`src/osc_ctl_pkg.sv`:
```
// Functional notes
// - Unlock needs E7H then 18H, in order
// - Next write stores value, then relocks
// - Any other write sequence changes nothing
// - Bit 7 enables the precision oscillator
// - Bit 5 enables the watchdog oscillator
// - Bit 4 enables primary failure detect, recovery
// - Bit 3 enables watchdog failure detection
// - Select 000 fast, 001 slow, 011 watchdog
// - Select 100 picks the external clock pin
// - Bit 6 reserved, always reads zero
// - Selected source becomes the system clock
// - Primary failure forces watchdog clock, raises event, if watchdog osc is on, not failed, not selected
// - 8004 cycles without watchdog edge means failure
`default_nettype none
package osc_ctl_pkg;

	// ----------------------------------------
	// Register map (index, byte address = 4 x index)
	// ----------------------------------------
	localparam int              ADDR_W      = 16;
	localparam logic [11:0]     CTRL_IDX    = 12'hf86;
	localparam logic [11:0]     STATUS_IDX  = 12'hf87;
	localparam logic [11:0]     MASK_IDX    = 12'hf88;
	localparam logic [15:0]     CTRL_ADDR   = {2'h0, CTRL_IDX, 2'h0};
	localparam logic [15:0]     STATUS_ADDR = {2'h0, STATUS_IDX, 2'h0};
	localparam logic [15:0]     MASK_ADDR   = {2'h0, MASK_IDX, 2'h0};

	// ----------------------------------------
	// Control register layout
	// ----------------------------------------
	localparam logic [7:0]      CTRL_RESET  = 8'ha0;
	localparam logic [7:0]      CTRL_WMASK  = 8'hbf;
	localparam logic [7:0]      UNLOCK_KEY1 = 8'he7;
	localparam logic [7:0]      UNLOCK_KEY2 = 8'h18;
	localparam int              PREC_EN_BIT = 7;
	localparam int              WDT_EN_BIT  = 5;
	localparam int              PFD_EN_BIT  = 4;
	localparam int              WFD_EN_BIT  = 3;
	localparam int              SEL_MSB     = 2;

	// ----------------------------------------
	// Clock select codes
	// ----------------------------------------
	localparam logic [2:0]      SEL_PREC_FAST = 3'h0;
	localparam logic [2:0]      SEL_PREC_SLOW = 3'h1;
	localparam logic [2:0]      SEL_WDT       = 3'h3;
	localparam logic [2:0]      SEL_EXT       = 3'h4;

	// ----------------------------------------
	// Status, bus answers, timing
	// ----------------------------------------
	localparam int              PFAIL_BIT   = 0;
	localparam int              WFAIL_BIT   = 1;
	localparam logic [1:0]      RESP_OKAY   = 2'h0;
	localparam logic [1:0]      RESP_SLVERR = 2'h2;
	localparam int              WDT_FAIL_CYCLES = 32'h1f44; // 8004 system clocks

	typedef enum logic [1:0] {LOCKED, KEY1_SEEN, UNLOCKED} lock_t;

endpackage
`default_nettype wire

```
`src/oscillator_select_lock.sv`:
```
`timescale 1ns/1ps
`default_nettype none
module oscillator_select_lock
	import osc_ctl_pkg::*;
#(
	parameter int WDT_FAIL_LIMIT = WDT_FAIL_CYCLES,
	parameter int CNT_W          = 14
)(
	// Clock and reset
	input  wire logic              aclk,
	input  wire logic              aresetn,
	// AXI4-Lite write address and data
	input  wire logic [ADDR_W-1:0] s_axi_awaddr,
	input  wire logic              s_axi_awvalid,
	output var  logic              s_axi_awready,
	input  wire logic [31:0]       s_axi_wdata,
	input  wire logic [3:0]        s_axi_wstrb,
	input  wire logic              s_axi_wvalid,
	output var  logic              s_axi_wready,
	// AXI4-Lite write response
	output var  logic [1:0]        s_axi_bresp,
	output var  logic              s_axi_bvalid,
	input  wire logic              s_axi_bready,
	// AXI4-Lite read
	input  wire logic [ADDR_W-1:0] s_axi_araddr,
	input  wire logic              s_axi_arvalid,
	output var  logic              s_axi_arready,
	output var  logic [31:0]       s_axi_rdata,
	output var  logic [1:0]        s_axi_rresp,
	output var  logic              s_axi_rvalid,
	input  wire logic              s_axi_rready,
	// Oscillator monitors
	input  wire logic              primary_clock_failed,
	input  wire logic              watchdog_osc_tick,
	// Oscillator controls
	output var  logic              precision_osc_enable,
	output var  logic              watchdog_osc_enable,
	output var  logic [2:0]        system_clock_select,
	// Failure events
	output var  logic              primary_fail_event,
	output var  logic              watchdog_fail_event,
	output var  logic              irq
);

	// ----------------------------------------
	// State
	// ----------------------------------------
	typedef struct packed {
		logic [7:0]        ctrl;
		lock_t             lock;
		logic              aw_got;
		logic              w_got;
		logic [ADDR_W-1:0] awaddr;
		logic [7:0]        wdata;
		logic              wstrb0;
		logic              bvalid;
		logic [1:0]        bresp;
		logic              rvalid;
		logic [31:0]       rdata;
		logic [1:0]        rresp;
		logic [1:0]        status;
		logic [1:0]        mask;
		logic [CNT_W-1:0]  wdt_cnt;
		logic              wdt_failed;
		logic              fallback;
		logic              pfail_evt;
		logic              wfail_evt;
	} state_t;

	localparam logic [CNT_W-1:0] WDT_LAST = CNT_W'(WDT_FAIL_LIMIT - 1);

	state_t s_r;
	state_t s_nxt;
	logic   wr_fire;
	logic   rd_fire;
	logic   ctrl_wr;
	logic   pfail_now;
	logic   wfail_now;
	logic   wdt_watch;

	// ----------------------------------------
	// Bus strobes and failure conditions
	// ----------------------------------------
	assign wr_fire   = s_r.aw_got && s_r.w_got && !s_r.bvalid;
	assign rd_fire   = s_axi_arvalid && !s_r.rvalid;
	assign ctrl_wr   = wr_fire && s_r.awaddr == CTRL_ADDR && s_r.wstrb0;
	// Recovery needs a live watchdog clock and is pointless when already on it
	assign pfail_now = s_r.ctrl[PFD_EN_BIT] && primary_clock_failed && !s_r.fallback
		&& s_r.ctrl[WDT_EN_BIT] && !s_r.wdt_failed
		&& s_r.ctrl[SEL_MSB:0] != SEL_WDT;
	assign wdt_watch = s_r.ctrl[WFD_EN_BIT] && !s_r.wdt_failed;
	assign wfail_now = wdt_watch && !watchdog_osc_tick && s_r.wdt_cnt == WDT_LAST;

	// ----------------------------------------
	// Next state
	// ----------------------------------------
	always_comb
	begin
		s_nxt           = s_r;
		s_nxt.pfail_evt = 1'b0;
		s_nxt.wfail_evt = 1'b0;

		// Address and data may arrive in either order
		if (s_axi_awvalid && !s_r.aw_got && !s_r.bvalid)
		begin
			s_nxt.aw_got = 1'b1;
			s_nxt.awaddr = s_axi_awaddr;
		end
		if (s_axi_wvalid && !s_r.w_got && !s_r.bvalid)
		begin
			s_nxt.w_got  = 1'b1;
			s_nxt.wdata  = s_axi_wdata[7:0];
			s_nxt.wstrb0 = s_axi_wstrb[0];
		end

		// Write execution; unlock keys only count when aimed at the control byte
		if (wr_fire)
		begin
			s_nxt.aw_got = 1'b0;
			s_nxt.w_got  = 1'b0;
			s_nxt.bvalid = 1'b1;
			s_nxt.bresp  = RESP_OKAY;
			if (ctrl_wr)
			begin
				unique case (s_r.lock)
					LOCKED:
						s_nxt.lock = (s_r.wdata == UNLOCK_KEY1) ? KEY1_SEEN : LOCKED;
					KEY1_SEEN:
						if (s_r.wdata == UNLOCK_KEY2)
							s_nxt.lock = UNLOCKED;
						else if (s_r.wdata != UNLOCK_KEY1)
							s_nxt.lock = LOCKED;
					UNLOCKED:
					begin
						// Reserved bit is dropped so it always reads zero
						s_nxt.ctrl     = s_r.wdata & CTRL_WMASK;
						s_nxt.lock     = LOCKED;
						s_nxt.fallback = 1'b0;
					end
				endcase
			end
			else if (s_r.awaddr == MASK_ADDR)
			begin
				if (s_r.wstrb0)
					s_nxt.mask = s_r.wdata[1:0];
			end
			else if (s_r.awaddr != CTRL_ADDR && s_r.awaddr != STATUS_ADDR)
				s_nxt.bresp = RESP_SLVERR;
		end
		if (s_r.bvalid && s_axi_bready)
			s_nxt.bvalid = 1'b0;

		// Read path; a status read clears what it returned
		if (rd_fire)
		begin
			s_nxt.rvalid = 1'b1;
			s_nxt.rresp  = RESP_OKAY;
			s_nxt.rdata  = 32'h0;
			if (s_axi_araddr == CTRL_ADDR)
				s_nxt.rdata[7:0] = s_r.ctrl;
			else if (s_axi_araddr == STATUS_ADDR)
			begin
				s_nxt.rdata[1:0] = s_r.status;
				s_nxt.status     = 2'h0;
			end
			else if (s_axi_araddr == MASK_ADDR)
				s_nxt.rdata[1:0] = s_r.mask;
			else
				s_nxt.rresp = RESP_SLVERR;
		end
		else if (s_r.rvalid && s_axi_rready)
			s_nxt.rvalid = 1'b0;

		// Watchdog oscillator monitor counts clocks between its edges
		if (!s_r.ctrl[WFD_EN_BIT])
		begin
			s_nxt.wdt_cnt    = '0;
			s_nxt.wdt_failed = 1'b0;
		end
		else if (wdt_watch)
		begin
			if (watchdog_osc_tick)
				s_nxt.wdt_cnt = '0;
			else if (wfail_now)
			begin
				s_nxt.wdt_failed = 1'b1;
				s_nxt.wfail_evt  = 1'b1;
			end
			else
				s_nxt.wdt_cnt = s_r.wdt_cnt + 1'b1;
		end

		// Primary failure switches to the watchdog clock until rewritten
		if (pfail_now)
		begin
			s_nxt.fallback  = 1'b1;
			s_nxt.pfail_evt = 1'b1;
		end

		// Events win over a clearing read in the same cycle
		if (pfail_now)
			s_nxt.status[PFAIL_BIT] = 1'b1;
		if (wfail_now)
			s_nxt.status[WFAIL_BIT] = 1'b1;
	end

	// ----------------------------------------
	// State register
	// ----------------------------------------
	always_ff @(posedge aclk)
	begin
		if (!aresetn)
		begin
			s_r      <= '0;
			s_r.ctrl <= CTRL_RESET;
			s_r.lock <= LOCKED;
		end
		else
			s_r <= s_nxt;
	end

	// ----------------------------------------
	// Outputs
	// ----------------------------------------
	assign s_axi_awready        = !s_r.aw_got && !s_r.bvalid;
	assign s_axi_wready         = !s_r.w_got && !s_r.bvalid;
	assign s_axi_bvalid         = s_r.bvalid;
	assign s_axi_bresp          = s_r.bresp;
	assign s_axi_arready        = !s_r.rvalid;
	assign s_axi_rvalid         = s_r.rvalid;
	assign s_axi_rdata          = s_r.rdata;
	assign s_axi_rresp          = s_r.rresp;
	assign precision_osc_enable = s_r.ctrl[PREC_EN_BIT];
	assign watchdog_osc_enable  = s_r.ctrl[WDT_EN_BIT];
	// Clock tree muxes on this code; reserved codes pass through unchanged
	assign system_clock_select  = s_r.fallback ? SEL_WDT : s_r.ctrl[SEL_MSB:0];
	assign primary_fail_event   = s_r.pfail_evt;
	assign watchdog_fail_event  = s_r.wfail_evt;
	assign irq                  = |(s_r.status & s_r.mask);
endmodule
`default_nettype wire

```
`config.mk`:
```
export PLATFORM = sky130hd
export DESIGN_NAME = oscillator_select_lock
export DESIGN_NICKNAME = d
export VERILOG_FILES = /design/src/osc_ctl_pkg.sv /design/src/oscillator_select_lock.sv
export SDC_FILE = /design/constraint.sdc
export NUM_CORES = 1
export LEC_CHECK = 0
export ABC_CLOCK_PERIOD_IN_PS = 3200
export BUFFER_PORTS_ARGS = -buffer_cell sky130_fd_sc_hd__buf_4
export CORE_MARGIN = 4
export CORE_UTILIZATION = 30
export DETAILED_ROUTE_END_ITERATION = 10
export PLACE_DENSITY = 0.62
export SLEW_MARGIN = 10
export SYNTH_ARGS = -nofsm -noshare
export SYNTH_HDL_FRONTEND = slang
export SYNTH_SLANG_ARGS = --single-unit
```
`constraint.sdc`:
```
create_clock -name aclk -period 3.2 [get_ports aclk]
set_clock_uncertainty 0.15 [all_clocks]
set_input_delay 0.32 -clock aclk [delete_from_list [all_inputs] [get_ports aclk]]
set_output_delay 0.32 -clock aclk [all_outputs]
set_load 0.02 [all_outputs]
```
==> results of run 1 <==
==> per-layer routing <==
metal,share of wire [%],up-vias,GRT usage (%)
met2,43,102,18.01
met4,1.2,0,4.407
met3,8.8,5,3.690
li1,-,1399,-
met5,0,-,0
met1,47,1216,15.35
==> logic make-up (layout without fill, tap and decap cells) <==
group | count (synthesis) | count (layout) | share of synthesized area (%)
AND/OR/NAND/NOR | 180 | 180 | 27.78
flip-flops | 69 | 69 | 42.01
AO/OA/AOI/OAI | 66 | 66 | 13.51
buffers and inverters | 57 | 95 | 10.62
XOR/XNOR | 9 | 9 | 2.397
multiplexers | 8 | 8 | 2.435
adder cells (fa/ha/maj) | 3 | 3 | 1.142
other | 1 | 27 | 0.1140
==> layout make-up <==
type	count	area (um2)
Timing Repair Buffer	71	533.0
Tap cell	136	170.2
Inverter	8	30.03
Clock inverter	5	58.81
Clock buffer	11	151.4
Sequential cell	69	1381
Fill cell	1109	6529
Multi-Input combinational cell	293	1655
==> power groups by stage <==
stage	registers, uW	logic, uW	clock network, uW
floorplan	924	149	0
global placement	928	194	0
detailed placement	930	198	0
CTS	910	199	756
global route	913	219	800
finish	910	197	726
==> synthesized netlist by cell type, types with 2 or more instances <==
library cell / instances / area share, %
nand2_1: 89 / 10
clkbuf_1: 13 / 1.5
nand2b_1: 2 / 0.38
nor2b_1: 7 / 1.3
a21boi_0: 26 / 5.9
mux2i_1: 8 / 2.4
nor4_1: 9 / 1.7
a32o_1: 2 / 0.61
or3_1: 5 / 0.95
and4_1: 3 / 0.80
nor2_1: 21 / 2.4
o21ai_1: 3 / 0.46
xor2_1: 3 / 0.80
and3_1: 3 / 0.57
inv_1: 8 / 0.91
dfxtp_1: 69 / 42
nor3_1: 4 / 0.61
ha_1: 3 / 1.1
nand3_1: 7 / 1.1
buf_4: 36 / 8.2
nor4b_1: 2 / 0.53
or2_2: 4 / 0.76
xnor2_1: 6 / 1.6
a21oi_1: 15 / 2.3
a22oi_1: 3 / 0.68
a21boi_1: 4 / 0.91
nand4_1: 7 / 1.3
o211a_1: 2 / 0.61
o21ai_0: 8 / 1.2
and2_1: 3 / 0.57
nand4b_1: 2 / 0.53
==> worst paths after layout <==
check                                       from             endpoint  slack, ns  cells after the start
worst min register to register    s_axi_rdata[2]       s_axi_rdata[2]       0.31                      2
worst max register to register           s_r[83]  watchdog_osc_enable       1.14                      5
worst min-delay path            s_axi_awaddr[11]              s_r[80]       0.07                      3
worst max-delay path                     s_r[83]  watchdog_osc_enable       1.14                      5
==> registers in the layout (all words and copies together), names as in the netlist <==
signal,flops
s_axi_rvalid,1
s_axi_rdata,7
watchdog_fail_event,1
s_r,54
precision_osc_enable,1
s_axi_rresp,1
s_axi_bvalid,1
s_axi_bresp,1
primary_fail_event,1
watchdog_osc_enable,1
==> worst max-delay path, stage by stage (launching register included) <==
cell and delay, ns:
dfxtp_1 0.32, or4b_4 0.57, nor4_4 0.43, nand3_4 0.21
mux2i_1 0.19, nand2_1 0.06
==> metrics by stage <==
stage | hold WS [ns] | cells | util (%) | power [uW] | setup slack, ns
after floorplan | 0.2867 | 419 | - | 1074 | 1.295
after global placement | 0.2985 | 577 | 35.87 | 1122 | 1.055
after detailed placement | 0.3000 | 577 | 35.87 | 1128 | 1.032
after CTS | 0.05146 | 593 | 37.87 | 1864 | 1.109
after global routing | 0.06837 | 593 | 37.87 | 1932 | 0.9953
final | 0.07037 | 593 | 37.87 | 1833 | 1.141
==> flow_metrics.py, run 1 <==
metrics = {
    "finish": {
        "diodes": 0,
        "fin_nets": 532,
        "final_common_cell": "nand2_1",
        "drive_above_1_share_pct": 21.44,
        "layout_common_cells": "nand2_1 (89), buf_4 (71), dfxtp_1 (69)",
        "finalInstanceArea_mm2": 0.003980,
        "area_growth_pct": 21.04,
    },
    "clock_tree": {
        "root_buffer": "clkbuf_8",
        "cts_resized": 0,
        "numCtsBuffers": 9,
        "path_clk_slew_ns": 0.08,
        "cts_max_level": 3,
        "cts_hold_buf": 0,
        "postCtsSetupBuffers": 0,
        "cts.path.max_buffers": 2,
        "cts_tree": "yes",
        "clock-sinks": 69,
        "worstSkewPairLatency_ns": 0.34,
    },
    "synthesis": {
        "yosysSeqAreaShare_pct": 42.01,
        "syn_avg_cell_area_um2": 8.367,
        "ys_warn_count": 0,
        "yosysUniqueCellTypes": 47,
        "async_flop_share_pct": 0,
        "ys.flop_type": "dfxtp_1",
        "synth_edf_count": 0,
        "syn_area_mm2": 0.003288,
        "ys_seq_elements": 69,
        "netlist_instances": 393,
    },
    "floorplanning": {
        "core_area_mm2": 0.01051,
        "io-pin-count": 126,
        "die_area_mm2": 0.01270,
        "fp.dieH_um": 112.7,
        "fp.dieW_um": 112.7,
        "start_util_pct": 31.29,
        "rows": 37,
    },
    "power_and_ir_drop": {
        "p_comb_share_pct": 10.7,
        "p_leak_uw": 0.001623,
        "peakVddDrop_v": 0.0001917,
        "clock_power_share_pct": 39.6,
        "p_per_area_mw_per_mm2": 460.5,
        "p_sw_uw": 460.4,
        "seq_power_share_pct": 49.6,
        "switching_share_pct": 25.12,
        "p_int_uw": 1373,
    },
    "global_route": {
        "grt_max_degree": 55,
        "grt_pass1_wl_mm": 12.20,
        "antenna_found_initial": 0,
        "grt.total_usage_pct": 11.70,
        "first_global_vias": 2634,
        "overflow": 0,
    },
    "sta": {
        "timing.fmax_ghz": 0.4856,
        "slew_violations": 0,
        "finalCritPeriodShare_pct": 64.36,
        "finalSetupViolations": 0,
        "tns_ns": 0,
        "relSlewSlack_pct": 60.47,
        "tightest_slew_ns": 0.5917,
        "rsz0062_at_grt": "false",
        "hold_violations": 0,
        "fin_crit_ns": 2.059,
    },
    "run": {
        "drv_cap": 0,
    },
    "outcome": {
        "status": "finished, final reports clean",
    },
    "critical_path": {
        "crit_required_ns": 3.25,
        "cp_max_fo": 7,
        "cp.arrival_ns": 2.11,
        "end_kind": "flip-flop",
        "critical_path_class": "reg -> reg",
        "cp-start-kind": "flip-flop",
    },
    "placement": {
        "port_buffers": 71,
        "place_area_mm2": 0.003770,
        "place_congestion": 0.7805,
        "hpwl_mm": 5.466,
    },
    "drt": {
        "drt_iter0_markers": 103,
        "remaining_drc_errors": 0,
        "wire_per_inst_um": 12.16,
        "routed_wl_mm": 7.212,
        "via_count": 2722,
        "drtPass1Iterations": 4,
        "via_per_inst": 4.590,
        "final_antenna_net_count": 0,
    },
    "min_path": {
        "hp-class": "in -> reg",
    },
}
No activity file was read; power rests on OpenSTA's default activity.
==> run 2, diff against run 1 <==
ABC_CLOCK_PERIOD_IN_PS = 1700   (was 3200)
PLACE_DENSITY = 0.64   (was 0.62)
clock period = 1.7 ns   (was 3.2 ns; I/O delays follow)
==> flow_metrics.py, run 2 (synthesis gave the netlist of run 1 again) <==
metrics = {
    "finish": {
        "final_common_cell": "buf_4",
        "fin_nets": 581,
        "fin_util_pct": 42.46,
        "largest_register_ffs": 54,
        "finalInstanceArea_mm2": 0.004462,
        "top_register": "s_r",
        "nFillCells": 1020,
        "layout.cells.non_filler": 642,
        "drive_above_1_share_pct": 25.69,
        "layout_common_cells": "buf_4 (91), nand2_1 (88), dfxtp_1 (66)",
        "area_growth_pct": 35.69,
        "diodes": 0,
    },
    "clock_tree": {
        "cts_tree": "yes",
        "root_buffer": "clkbuf_8",
        "path_clk_slew_ns": 0.08,
        "worstSkewPairLatency_ns": 0.34,
        "cts_max_level": 3,
        "cts.path.max_buffers": 2,
        "numCtsBuffers": 9,
        "clock-sinks": 69,
    },
    "floorplanning": {
        "core_area_mm2": 0.01051,
        "die_area_mm2": 0.01270,
        "io-pin-count": 126,
        "rows": 37,
        "start_util_pct": 31.29,
        "fp.dieH_um": 112.7,
        "fp.dieW_um": 112.7,
    },
    "drt": {
        "drt_iter0_markers": 116,
        "routed_wl_mm": 7.940,
        "drtPass1Iterations": 4,
        "via_per_inst": 4.597,
        "via_count": 2951,
        "wire_per_inst_um": 12.37,
        "remaining_drc_errors": 0,
        "final_antenna_net_count": 0,
    },
    "sta": {
        "slew_violations": 0,
        "rsz0062_at_grt": "true",
        "hold_violations": 0,
        "fin_crit_ns": 1.960,
        "finalCritPeriodShare_pct": 115.3,
        "relSlewSlack_pct": 65.39,
        "tightest_slew_ns": 0.5180,
        "finalSetupViolations": 12,
        "timing.fmax_ghz": 0.5101,
        "tns_ns": -2.562,
        "layout_setup_ws_ns": -0.2603,
    },
    "global_route": {
        "grt.total_usage_pct": 12.22,
        "grt_pass1_wl_mm": 12.76,
        "antenna_found_initial": 0,
        "grt_max_degree": 31,
        "overflow": 0,
        "first_global_vias": 2771,
    },
    "placement": {
        "place_area_mm2": 0.003928,
        "dp.cells": 596,
        "hpwl_mm": 5.831,
        "place_congestion": 0.7549,
        "port_buffers": 71,
    },
    "critical_path": {
        "cp.arrival_ns": 2.04,
        "end_kind": "flip-flop",
        "cp_max_fo": 4,
        "critical_path_class": "reg -> reg",
        "crit_required_ns": 1.78,
        "cp-start-kind": "flip-flop",
    },
    "power_and_ir_drop": {
        "seq_power_share_pct": 48.8,
        "peakVddDrop_v": 0.0005366,
        "p_comb_share_pct": 12.8,
        "p_leak_uw": 0.001851,
        "clock_power_share_pct": 38.5,
        "p_int_uw": 2606,
        "p_per_area_mw_per_mm2": 786.2,
        "switching_share_pct": 25.71,
        "p_sw_uw": 901.9,
    },
    "min_path": {
        "hp-class": "in -> reg",
    },
    "outcome": {
        "violations": "negative setup slack",
        "status": "finished with violations",
    },
    "run": {
        "drv_cap": 0,
    },
}
[run 2: cell types whose count changed in the layout (fill, tap and decap cells not counted), moves of 2 or more]
| cell | change |
|---|---|
| a21oi_1 | -2 |
| a21oi_2 | +2 |
| nor4_2 | +3 |
| buf_4 | +20 |
| dfxtp_2 | +3 |
| nor4_1 | -3 |
| dlygate4sd3_1 | +29 |
| dfxtp_1 | -3 |
[run 2: per-layer routing]
| layer | track usage (%) | wire (um) |
|---|---|---|
| met5 | 0 | 0 |
| met4 | 3.365 | 77 |
| met3 | 3.369 | 495 |
| met2 | 20.06 | 3729 |
| met1 | 15.80 | 3637 |
[run 2: through the flow]
step / setup slack, ns / hold slack (ns) / total power [uW]
2_1_floorplan: -0.2016 / 0.1548 / 2023
3_3_place_gp: -0.2247 / 0.2597 / 2130
3_5_place_dp: -0.2665 / 0.2680 / 2141
4_1_cts: -0.2673 / 0.04009 / 3541
5_1_grt: -0.3485 / 0.09139 / 3666
6_report: -0.2603 / 0.05065 / 3508
[run 2: area by class of cell]
| cell class | count | area [um2] | area share [%] |
|---|---|---|---|
| multi-input cells | 293 | 1703 | 38.17 |
| inverters | 8 | 30.03 | 0.6730 |
| repair buffers | 120 | 973.4 | 21.82 |
| clock inverters | 5 | 58.81 | 1.318 |
| flip-flops and latches | 69 | 1385 | 31.04 |
| well taps | 136 | 170.2 | 3.814 |
| clock buffers | 11 | 141.4 | 3.169 |
[run 2: power by group through the flow]
stage,clock (uW),sequential (uW),combinational [uW]
2_1_floorplan,0,1740,281
3_3_place_gp,0,1750,384
3_5_place_dp,0,1750,392
4_1_cts,1380,1710,447
5_1_grt,1450,1720,497
6_report,1350,1710,447
[run 2: worst paths after layout]
| check | from | to | slack (ns) | cells after the start |
|---|---|---|---|---|
| hold / removal | watchdog_osc_tick | s_r[4] | 0.05 | 4 |
| setup / recovery | s_r[69] | s_r[88] | -0.26 | 5 |
| setup reg to reg | s_r[69] | s_r[88] | -0.26 | 5 |
| hold reg to reg | s_axi_rdata[5] | s_axi_rdata[5] | 0.31 | 2 |
[run 2: worst max-delay path, stage by stage (launching register included)]
cell and delay (ns):
dfxtp_1 0.31, or4b_4 0.56, nor4_1 0.30, and2_4 0.22, nand2_2 0.05, a32o_1 0.25
[run 2: timing repair]
item | 4_1_cts | 5_1_grt
setup buffers | 0 | 1
hold buffers | 29 | 0
endpoints found under the setup margin | 12 | 24
resized for setup | 0 | 10
pin swaps | 5 | 2
endpoints found under the hold margin | 28 | 0
